## config.mk

```make
export PLATFORM = sky130hd
export DESIGN_NAME = alsm_top
export DESIGN_NICKNAME = d
export VERILOG_FILES = /design/src/design/alsm_pkg.sv /design/src/design/alsm_top.sv
export VERILOG_INCLUDE_DIRS = /design/src /design/src/design
export SDC_FILE = /design/constraint.sdc
export NUM_CORES = 1
export LEC_CHECK = 0
export ABC_CLOCK_PERIOD_IN_PS = 5150
export BUFFER_PORTS_ARGS = -buffer_cell sky130_fd_sc_hd__buf_2
export CORE_MARGIN = 2
export CORE_UTILIZATION = 50
export CTS_BUF_LIST = sky130_fd_sc_hd__clkbuf_4 sky130_fd_sc_hd__clkbuf_8
export CTS_CLUSTER_DIAMETER = 40
export CTS_CLUSTER_SIZE = 10
export DETAILED_ROUTE_END_ITERATION = 7
export PLACE_DENSITY = 0.68
export SLEW_MARGIN = 20
export SYNTH_ARGS = -nofsm -noshare
export SYNTH_HDL_FRONTEND = slang
export SYNTH_SLANG_ARGS = --single-unit
export TNS_END_PERCENT = 10
```

## constraint.sdc

```tcl
create_clock -name clk_i -period 5.15 [get_ports clk_i]
set_input_delay 0.7725 -clock clk_i [delete_from_list [all_inputs] [get_ports clk_i]]
set_output_delay 0.7725 -clock clk_i [all_outputs]
set_load 0.005 [all_outputs]
```

## src/design/alsm_defs.svh

```systemverilog
`ifndef ALSM_DEFS_SVH
`define ALSM_DEFS_SVH
// Contract
// - check variant and identity after links established
// - matching identity permits link identification start
// - identification done invokes telephony restart
// - no telephony link request unless provisioned
// - local restart requests all, starts both timers
// - stop each restart timer on its answer
// - both answers in, send restart complete
// - restart timer expiry reports failure, abandons
// - integrity timer periodically reenters startup
// - peer restart forwards request, starts telephony timer
// - peer restart acks stop timer, send complete
// - peer restart timer expiry raises error
// - startup sends establish requests to every needed link
// - control or linkctl up sends start traffic
// - control indication at startup restarts handshake
// - release marks channel down, switches, reports
// - no second switch before link reaches up
// - first request after switch starts setup timer
// - telephony setup expiry blocks ports, unblock later
// - control setup expiry stops traffic, retry timer
// - linkctl setup expiry stops traffic, retry timer
// - one protection failure reported, both disable
// - telephony restart timer runs one hundred seconds
// - timer tolerance better than five percent

// ----------------------------------------
// timing
// ----------------------------------------
`define ALSM_CLK_HZ            10000000
`define ALSM_TICK_CYC          (`ALSM_CLK_HZ)
`define ALSM_TEL_RESTART_S     100
`define ALSM_CTL_RESTART_S     120
`define ALSM_LINK_SETUP_S      15
`define ALSM_LINK_RETRY_S      60
`define ALSM_INTEGRITY_S       300
// link index positions
`define ALSM_L_CTL             0
`define ALSM_L_LCT             1
`define ALSM_L_BCC             2
`define ALSM_L_TEL             3
`define ALSM_L_PR1             4
`define ALSM_L_PR2             5
`define ALSM_NLINK             6
`endif

```

## src/design/alsm_pkg.sv

```systemverilog
package alsm_pkg;
   typedef enum logic [2:0] {
      ST_IDLE,
      ST_ESTAB,
      ST_IDENT,
      ST_LINKID,
      ST_RESTART,
      ST_RUN,
      ST_ABANDON
   } alsm_state_e;
   typedef logic [8:0] alsm_sec_t;
endpackage

```

## src/design/alsm_top.sv

```systemverilog
`include "alsm_defs.svh"
module alsm_top #(
   parameter int TICK_CYC     = `ALSM_TICK_CYC,
   parameter int TEL_RST_S    = `ALSM_TEL_RESTART_S,
   parameter int CTL_RST_S    = `ALSM_CTL_RESTART_S,
   parameter int SETUP_S      = `ALSM_LINK_SETUP_S,
   parameter int RETRY_S      = `ALSM_LINK_RETRY_S,
   parameter int INTEG_S      = `ALSM_INTEGRITY_S
) (
   // clock and reset
   input  wire logic       clk_i,
   input  wire logic       resetn_i,
   // provisioning and start
   input  wire logic       start_i,
   input  wire logic       tel_prov_i,
   input  wire logic       secondary_i,
   input  wire logic       local_restart_i,
   // data links, one bit per link
   input  wire logic [5:0] link_setup_confirm_i,
   input  wire logic [5:0] link_setup_indication_i,
   input  wire logic [5:0] link_release_indication_i,
   output logic      [5:0] link_setup_request_o,
   // identity check and link identification
   input  wire logic       ident_valid_i,
   input  wire logic       ident_match_i,
   input  wire logic       linkid_done_i,
   output logic            ident_request_o,
   output logic            linkid_start_o,
   // restart handshake
   input  wire logic       ctl_restart_complete_i,
   input  wire logic       ctl_restart_request_i,
   input  wire logic       tel_restart_ack_all_i,
   output logic            ctl_restart_request_o,
   output logic            tel_restart_request_o,
   output logic            ctl_restart_complete_o,
   output logic            tel_restart_complete_o,
   // traffic, blocking, maintenance
   output logic            ctl_traffic_start_o,
   output logic            lct_traffic_start_o,
   output logic            ctl_traffic_stop_o,
   output logic            lct_traffic_stop_o,
   output logic            isdn_block_o,
   output logic            tel_port_blocked_o,
   output logic            tel_port_unblocked_o,
   output logic            switchover_o,
   output logic            restart_fail_o,
   output logic            maint_error_o,
   output logic            protection_off_o,
   output logic      [5:0] link_down_o
);
   localparam int NL = `ALSM_NLINK;

   // ----------------------------------------
   // state
   // ----------------------------------------
   typedef struct packed {
      alsm_pkg::alsm_state_e st;
      logic [23:0]           pre;
      logic                  tick;
      logic                  peer;
      logic                  ctl_done;
      logic                  tel_done;
      alsm_pkg::alsm_sec_t   t_tel;
      alsm_pkg::alsm_sec_t   t_ctl;
      alsm_pkg::alsm_sec_t   t_integ;
      alsm_pkg::alsm_sec_t   t_cretry;
      alsm_pkg::alsm_sec_t   t_lretry;
      logic [3:0][8:0]       t_setup;
      logic [5:0]            up;
      logic [5:0]            armed;
      logic [5:0]            req;
      logic [5:0]            down;
      logic                  tel_blocked;
      logic [17:0]           pulses;
   } alsm_st_s;

   alsm_st_s s_r;
   alsm_st_s s_nxt;
   logic [5:0] est;
   logic [5:0] need;

   assign est = link_setup_confirm_i | link_setup_indication_i;
   assign need = {{2{secondary_i}}, tel_prov_i, 3'h7};

   always_comb
   begin
      s_nxt        = s_r;
      s_nxt.pulses = '0;
      s_nxt.req    = '0;
      // exact divider, zero error
      s_nxt.tick = 1'b0;
      if (s_r.pre == 24'(TICK_CYC - 1))
      begin
         s_nxt.pre  = '0;
         s_nxt.tick = 1'b1;
      end
      else
         s_nxt.pre = s_r.pre + 24'h1;
      if (s_r.tick)
      begin
         if (s_r.t_tel != 0)    s_nxt.t_tel    = s_r.t_tel - 9'h1;
         if (s_r.t_ctl != 0)    s_nxt.t_ctl    = s_r.t_ctl - 9'h1;
         if (s_r.t_integ != 0)  s_nxt.t_integ  = s_r.t_integ - 9'h1;
         if (s_r.t_cretry != 0) s_nxt.t_cretry = s_r.t_cretry - 9'h1;
         if (s_r.t_lretry != 0) s_nxt.t_lretry = s_r.t_lretry - 9'h1;
         for (int i = 0; i < 4; i++)
            if (s_r.t_setup[i] != 0)
               s_nxt.t_setup[i] = s_r.t_setup[i] - 9'h1;
      end
      // link bookkeeping
      for (int i = 0; i < NL; i++)
      begin
         if (est[i])
         begin
            s_nxt.up[i]    = 1'b1;
            s_nxt.armed[i] = 1'b1;
            s_nxt.down[i]  = 1'b0;
            if (i < 4) s_nxt.t_setup[2'(i)] = '0;
         end
         else if (link_release_indication_i[i] && need[i])
         begin
            s_nxt.up[i]   = 1'b0;
            s_nxt.down[i] = 1'b1;
            s_nxt.req[i]  = 1'b1;
            s_nxt.pulses[0] = 1'b1;
            if (i < 4 && s_r.armed[i])
            begin
               s_nxt.armed[i]   = 1'b0;
               s_nxt.pulses[1]  = 1'b1;
               s_nxt.t_setup[2'(i)] = 9'(SETUP_S);
            end
         end
      end
      if (est[`ALSM_L_CTL]) s_nxt.pulses[2] = 1'b1;
      if (est[`ALSM_L_LCT]) s_nxt.pulses[3] = 1'b1;
      if (link_setup_indication_i[`ALSM_L_CTL] &&
          (s_r.st == alsm_pkg::ST_ESTAB || s_r.st == alsm_pkg::ST_RUN))
         s_nxt.pulses[4] = 1'b1;
      if (est[`ALSM_L_TEL] && s_r.tel_blocked)
      begin
         s_nxt.tel_blocked = 1'b0;
         s_nxt.pulses[5]   = 1'b1;
      end
      if (s_r.tick && s_r.t_setup[`ALSM_L_TEL] == 9'h1)
      begin
         s_nxt.tel_blocked = 1'b1;
         s_nxt.pulses[6]   = 1'b1;
      end
      if (s_r.tick && s_r.t_setup[`ALSM_L_CTL] == 9'h1)
      begin
         s_nxt.pulses[7]  = 1'b1;
         s_nxt.t_cretry   = 9'(RETRY_S);
      end
      if (s_r.tick && s_r.t_setup[`ALSM_L_LCT] == 9'h1)
      begin
         s_nxt.pulses[8]  = 1'b1;
         s_nxt.t_lretry   = 9'(RETRY_S);
      end
      if (s_r.tick && s_r.t_setup[`ALSM_L_BCC] == 9'h1)
         s_nxt.pulses[0] = 1'b1;
      // keep retrying failed links once a second
      if (s_r.tick)
         s_nxt.req = s_nxt.req | (s_r.down & need);
      if (s_r.down[`ALSM_L_PR1] && s_r.down[`ALSM_L_PR2])
         s_nxt.pulses[9] = 1'b1;
      // restart timer answers
      if (ctl_restart_complete_i)
      begin
         s_nxt.t_ctl    = '0;
         s_nxt.ctl_done = 1'b1;
      end
      if (tel_restart_ack_all_i)
      begin
         s_nxt.t_tel    = '0;
         s_nxt.tel_done = 1'b1;
      end
      unique case (s_r.st)
         alsm_pkg::ST_IDLE:
            if (start_i)
               s_nxt.st = alsm_pkg::ST_ESTAB;
         alsm_pkg::ST_ESTAB:
         begin
            if (s_r.tick)
               s_nxt.req = s_nxt.req | (~s_r.up & need);
            if ((s_r.up & need) == need)
            begin
               s_nxt.st       = alsm_pkg::ST_IDENT;
               s_nxt.pulses[10] = 1'b1;
            end
         end
         alsm_pkg::ST_IDENT:
            if (ident_valid_i)
            begin
               if (ident_match_i)
               begin
                  s_nxt.st         = alsm_pkg::ST_LINKID;
                  s_nxt.pulses[11] = 1'b1;
               end
               else
                  s_nxt.st = alsm_pkg::ST_ABANDON;
            end
         alsm_pkg::ST_LINKID:
            if (linkid_done_i)
               s_nxt.pulses[12] = 1'b1;
         alsm_pkg::ST_RESTART:
         begin
            if (s_r.ctl_done && s_r.tel_done && !s_r.peer)
            begin
               s_nxt.pulses[13] = 1'b1;
               s_nxt.st         = alsm_pkg::ST_RUN;
            end
            else if (s_r.tel_done && s_r.peer)
            begin
               s_nxt.pulses[14] = 1'b1;
               s_nxt.st         = alsm_pkg::ST_RUN;
            end
            else if (s_r.tick && (s_r.t_tel == 9'h1 ||
                     (!s_r.peer && s_r.t_ctl == 9'h1)))
            begin
               if (s_r.peer)
               begin
                  s_nxt.pulses[0] = 1'b1;
                  s_nxt.st        = alsm_pkg::ST_RUN;
               end
               else
               begin
                  s_nxt.pulses[15] = 1'b1;
                  s_nxt.st         = alsm_pkg::ST_ABANDON;
                  s_nxt.t_integ    = 9'(INTEG_S);
               end
               s_nxt.t_tel = '0;
               s_nxt.t_ctl = '0;
            end
         end
         alsm_pkg::ST_RUN: ;
         alsm_pkg::ST_ABANDON:
            if (s_r.tick && s_r.t_integ <= 9'h1)
               s_nxt.st = alsm_pkg::ST_ESTAB;
      endcase
      // restart launch: local, else peer
      if (s_nxt.pulses[12] ||
          (local_restart_i && s_r.st == alsm_pkg::ST_RUN))
      begin
         s_nxt.st = alsm_pkg::ST_RESTART;
         s_nxt.peer = 1'b0;
         s_nxt.ctl_done = 1'b0;
         s_nxt.tel_done = 1'b0;
         s_nxt.pulses[16] = 1'b1;
         s_nxt.t_tel = 9'(TEL_RST_S);
         s_nxt.t_ctl = 9'(CTL_RST_S);
      end
      else if (ctl_restart_request_i && s_r.st == alsm_pkg::ST_RUN)
      begin
         s_nxt.st = alsm_pkg::ST_RESTART;
         s_nxt.peer = 1'b1;
         s_nxt.tel_done = 1'b0;
         s_nxt.pulses[17] = 1'b1;
         s_nxt.t_tel = 9'(TEL_RST_S);
      end
      // retry timer expiry reenters startup
      if (s_r.tick && (s_r.t_cretry == 9'h1 || s_r.t_lretry == 9'h1))
         s_nxt.st = alsm_pkg::ST_ESTAB;
      // a new startup forgets old link state, so every needed link is asked again
      if (s_nxt.st == alsm_pkg::ST_ESTAB && s_r.st != alsm_pkg::ST_ESTAB)
         s_nxt.up = '0;
   end

   always_ff @(posedge clk_i or negedge resetn_i)
   begin
      if (!resetn_i)
         s_r <= '0;
      else
         s_r <= s_nxt;
   end

   // ----------------------------------------
   // outputs
   // ----------------------------------------
   assign link_setup_request_o   = s_r.req;
   assign switchover_o           = s_r.pulses[1];
   assign maint_error_o          = s_r.pulses[0];
   assign ctl_traffic_start_o    = s_r.pulses[2] | s_r.pulses[4];
   assign lct_traffic_start_o    = s_r.pulses[3];
   assign ident_request_o        = s_r.pulses[10] | s_r.pulses[4];
   assign linkid_start_o         = s_r.pulses[11];
   assign tel_port_unblocked_o   = s_r.pulses[5];
   assign tel_port_blocked_o     = s_r.pulses[6];
   assign ctl_traffic_stop_o     = s_r.pulses[7];
   assign isdn_block_o           = s_r.pulses[7];
   assign lct_traffic_stop_o     = s_r.pulses[8];
   assign protection_off_o       = s_r.pulses[9];
   assign restart_fail_o         = s_r.pulses[15];
   assign ctl_restart_request_o  = s_r.pulses[16];
   assign tel_restart_request_o  = s_r.pulses[16] | s_r.pulses[17];
   assign tel_restart_complete_o = s_r.pulses[13] | s_r.pulses[14];
   assign ctl_restart_complete_o = s_r.pulses[14];
   assign link_down_o            = s_r.down;

   // ----------------------------------------
   // checks
   // ----------------------------------------
   AST_TEL_GATE: assert property (
      @(posedge clk_i) disable iff (!resetn_i)
      !tel_prov_i |-> !link_setup_request_o[`ALSM_L_TEL])
      else $error("telephony link requested while unprovisioned");
   AST_LOC_RST: assert property (
      @(posedge clk_i) disable iff (!resetn_i)
      ctl_restart_request_o |-> tel_restart_request_o && s_r.t_ctl != 0
      && s_r.t_tel != 0)
      else $error("local restart incomplete");
   AST_CTL_STOP: assert property (
      @(posedge clk_i) disable iff (!resetn_i)
      ctl_restart_complete_i |=> s_r.t_ctl == 0)
      else $error("control restart timer not stopped");
   AST_COMPLETE: assert property (
      @(posedge clk_i) disable iff (!resetn_i)
      $rose(tel_restart_complete_o) |-> $past(s_r.tel_done))
      else $error("restart complete without acknowledgements");
   AST_FAIL: assert property (
      @(posedge clk_i) disable iff (!resetn_i)
      restart_fail_o |-> s_r.st == alsm_pkg::ST_ABANDON)
      else $error("failed restart not abandoned");
   AST_PEER: assert property (
      @(posedge clk_i) disable iff (!resetn_i)
      ctl_restart_request_i && s_r.st == alsm_pkg::ST_RUN
      |=> tel_restart_request_o && !ctl_restart_request_o)
      else $error("peer restart not forwarded");
   AST_SWITCH: assert property (
      @(posedge clk_i) disable iff (!resetn_i)
      switchover_o |-> maint_error_o)
      else $error("switch-over without error report");
   AST_ONE_SW: assert property (
      @(posedge clk_i) disable iff (!resetn_i)
      switchover_o ##1 (!(|est))[*2] |-> !switchover_o)
      else $error("repeated switch-over");
   AST_STOP: assert property (
      @(posedge clk_i) disable iff (!resetn_i)
      ctl_traffic_stop_o |-> isdn_block_o && s_r.t_cretry != 0)
      else $error("control expiry incomplete");
   AST_LCT_START: assert property (
      @(posedge clk_i) disable iff (!resetn_i)
      link_setup_confirm_i[`ALSM_L_LCT] |=> lct_traffic_start_o)
      else $error("link control traffic not started");
   AST_PROT_GATE: assert property (
      @(posedge clk_i) disable iff (!resetn_i)
      !secondary_i |-> link_setup_request_o[`ALSM_L_PR2:`ALSM_L_PR1] == 2'h0)
      else $error("protection link requested without secondary");
   AST_PROT_BOTH: assert property (
      @(posedge clk_i) disable iff (!resetn_i)
      protection_off_o |-> $past(link_down_o[`ALSM_L_PR1])
      && $past(link_down_o[`ALSM_L_PR2]))
      else $error("protection disabled without double failure");
   AST_PEER_DONE: assert property (
      @(posedge clk_i) disable iff (!resetn_i)
      tel_restart_ack_all_i && s_r.st == alsm_pkg::ST_RESTART && s_r.peer
      && !s_r.tel_done && !(s_r.tick && s_r.t_tel == 9'h1)
      |-> ##2 ctl_restart_complete_o && tel_restart_complete_o)
      else $error("peer restart not completed");
endmodule // alsm_top

```

==> metrics.cfg <==
[placed_design]
dp_slack_ns = 2.471
dpl.hpwl_mm = 11.17
io_buffers = 58
routabilityCongestion = 0.8654
placed_cell_area_um2 = 7855

[synth]
ys_types = 70
synthMuxAreaShare_pct = 0.4016
synth-simple-area-share_pct = 22.71
synthCells = 739
synth_top_flop_cell = dfrtp_1
synth_top_area_share_pct = 50.87
syn_area_per_cell_um2 = 10.12
synthXorXnorAreaFrac_pct = 8.434
synth_top_cell_by_area = dfrtp_1
synth_most_common_cell = dfrtp_1
yosysWarningCount = 0
ys_ff_latch = 152
synth_top_cells_by_count = dfrtp_1, nor2_1, nand2_1
synthesis.nets = 792
synth_area_um2 = 7477
synth_compound_area_share_pct = 9.639
ys_seq_area_share_pct = 50.87
synthArstFlopShare_pct = 100.0
synthTopCellsByArea = dfrtp_1, xor2_1, nor2_1
synth_fa_ha_area_share_pct = 3.849
synth_top_family_by_area = simple AND/OR/NAND/NOR gates
synth_edf_count = 0

[route]
drc_errors = 0
num_vias = 5467
vias_per_cell = 5.539
dr.pass1.iters = 5
drtIter0Drc = 389
postRouteWirelength_mm = 15.49
ant_nets = 0
routedWlPerCell_um = 15.69

[cells_and_area]
n_fill_cell = 1239
fin_nets = 845
drive_gt1_share_pct = 14.82
antenna_cells = 0
area_delta_synth_final_pct = 10.74
seq_area_um2 = 3804
postLayoutCoreUtil_pct = 56.76
multi_input_area_um2 = 3378
design_area_um2 = 8280

[clock_network]
cts.clk_slew.worst_paths_ns = 0.08
cts_tree = yes
cts_resized = 0
cts_hold_buf = 0
cts_buffer_depth = 2
cts_setup_buffers = 0
worstSkewPairLatency_ns = 0.45
htree_levels = 4
root_buffer = clkbuf_8
numCtsBuffers = 17
cts_sinks = 152

[worst_setup_path]
worstPathArrival_ns = 2.78
crit_fanout = 27
endpoint_kind = flip-flop
criticalPathCategory = flip-flop to flip-flop
critPathLaunchType = flip-flop
critPathRequiredTime_ns = 5.46

[sta]
clock.fmax_mhz = 404.2
finalSetupTns_ns = 0
maxSlewViolCount = 0
fin_crit_sh_pct = 48.04
relSlewSlack_pct = 38.11
tightest_slew_ns = 0.9284
period_minus_slack_ns = 2.474
finClkSkew_ns = 0.01257
setup_viol = 0
rsz0062_at_grt = no
setup_ws_ns = 2.676
hold_violations = 0

[floorplanning]
start_util_pct = 51.25
die_area_um2 = 15950
fp.dieH_um = 126.3
core_um2 = 14590
rows = 44
die_x_um = 126.3
pin_count = 59

[global_route]
grt_pass1_vias = 5540
antenna_found_initial = 0
gr-total-overflow = 0
grt_pass1_wl_mm = 26.28
grt.total_usage_pct = 20.60
grt_max_degree = 120

[status]
outcome = finished clean

[pwr]
p_per_area_nw_per_um2 = 335.2
vdd_drop_max_mv = 0.1963
power.leakage_uw = 0.004054
power.total_uw = 2776

[flow_run]
drv_cap = 0

[min_path]
hp-class = input port to async pin

[cell families (layout without fill, tap and decap cells)]
kind of cell	Yosys count	count (layout)
simple gates	316	316
compound gates	109	109
buf+inv	64	128
fa+ha+maj	23	23
flops	152	152
mux	3	3
xor+xnor	72	72
[metrics by stage]
step                      hold WS [ns]  instances
after global placement          0.4377        957
after global routing            0.4491        987
after floorplan                 0.4208        739
after detailed placement        0.4469        957
final                           0.4400        987
after CTS                       0.4534        987
[area by class of cell]
cell class	instances	area share (%)
clock buffers	22	3.506
multi-input cells	523	40.80
flip-flops and latches	152	45.94
well taps	184	2.780
clock inverters	8	1.466
inverters	38	1.723
repair buffers	60	3.793
[critical path, cell delays in order (launching register included)]
cell	delay, ns
dfrtp_1	0.37
buf_4	0.25
nor4bb_1	0.21
and4_4	0.22
o21ai_1	0.46
nand3_1	0.20
a211oi_2	0.53
a21oi_1	0.09
[layer usage]
layer  wire [um]  global-route usage, %
met5           0                      0
met3         601                  4.630
met4         265                  7.692
met1        7034                  26.84
met2        7585                  33.84
[cell usage in the layout, fill, tap and decap left out, types with 8 or more instances in the layout]
| master | synthesis | layout |
|---|---|---|
| dfrtp_1 | 152 | 152 |
| nor2_1 | 82 | 82 |
| nand2_1 | 63 | 63 |
| buf_2 | 5 | 57 |
| xor2_1 | 37 | 37 |
| inv_1 | 36 | 36 |
| xnor2_1 | 35 | 35 |
| a21oi_1 | 33 | 33 |
| o21ai_0 | 31 | 31 |
| nand3_1 | 26 | 26 |
| ha_1 | 23 | 23 |
| nor3_1 | 22 | 22 |
| clkbuf_8 | 0 | 21 |
| nor4_1 | 18 | 18 |
| or3_1 | 13 | 13 |
| nand2b_1 | 9 | 9 |
| nor2b_1 | 9 | 9 |
| and3_1 | 9 | 9 |
| or2_2 | 8 | 8 |
| nand4_1 | 8 | 8 |
[report_power, final]
part | internal, uW | switching [uW]
sequential | 1280 | 101
clock | 522 | 429
combinational | 187 | 260
[path summary, 6_finish.rpt]
path	startpoint	endpoint	slack, ns	cells past startpoint
worst max-delay path	s_r[127]	s_r[42]	2.68	7
worst min-delay path	resetn_i	s_r[84]	0.44	1
worst max register to register	s_r[127]	s_r[42]	2.68	7
worst min register to register	s_r[128]	s_r[128]	0.46	1
max in group asynchronous	resetn_i	s_r[129]	3.65	2
min in group clk_i	s_r[128]	s_r[128]	0.46	1
[state kept, by name (all words and copies together) (netlist names)]
name / flops
ctl_restart_request_o: 1
lct_traffic_start_o: 1
ctl_traffic_stop_o: 1
ctl_restart_complete_o: 1
maint_error_o: 1
tel_port_unblocked_o: 1
s_r: 128
switchover_o: 1
protection_off_o: 1
link_setup_request_o: 6
lct_traffic_stop_o: 1
link_down_o: 6
tel_port_blocked_o: 1
linkid_start_o: 1
restart_fail_o: 1
Power figures use the tool's default switching activity.
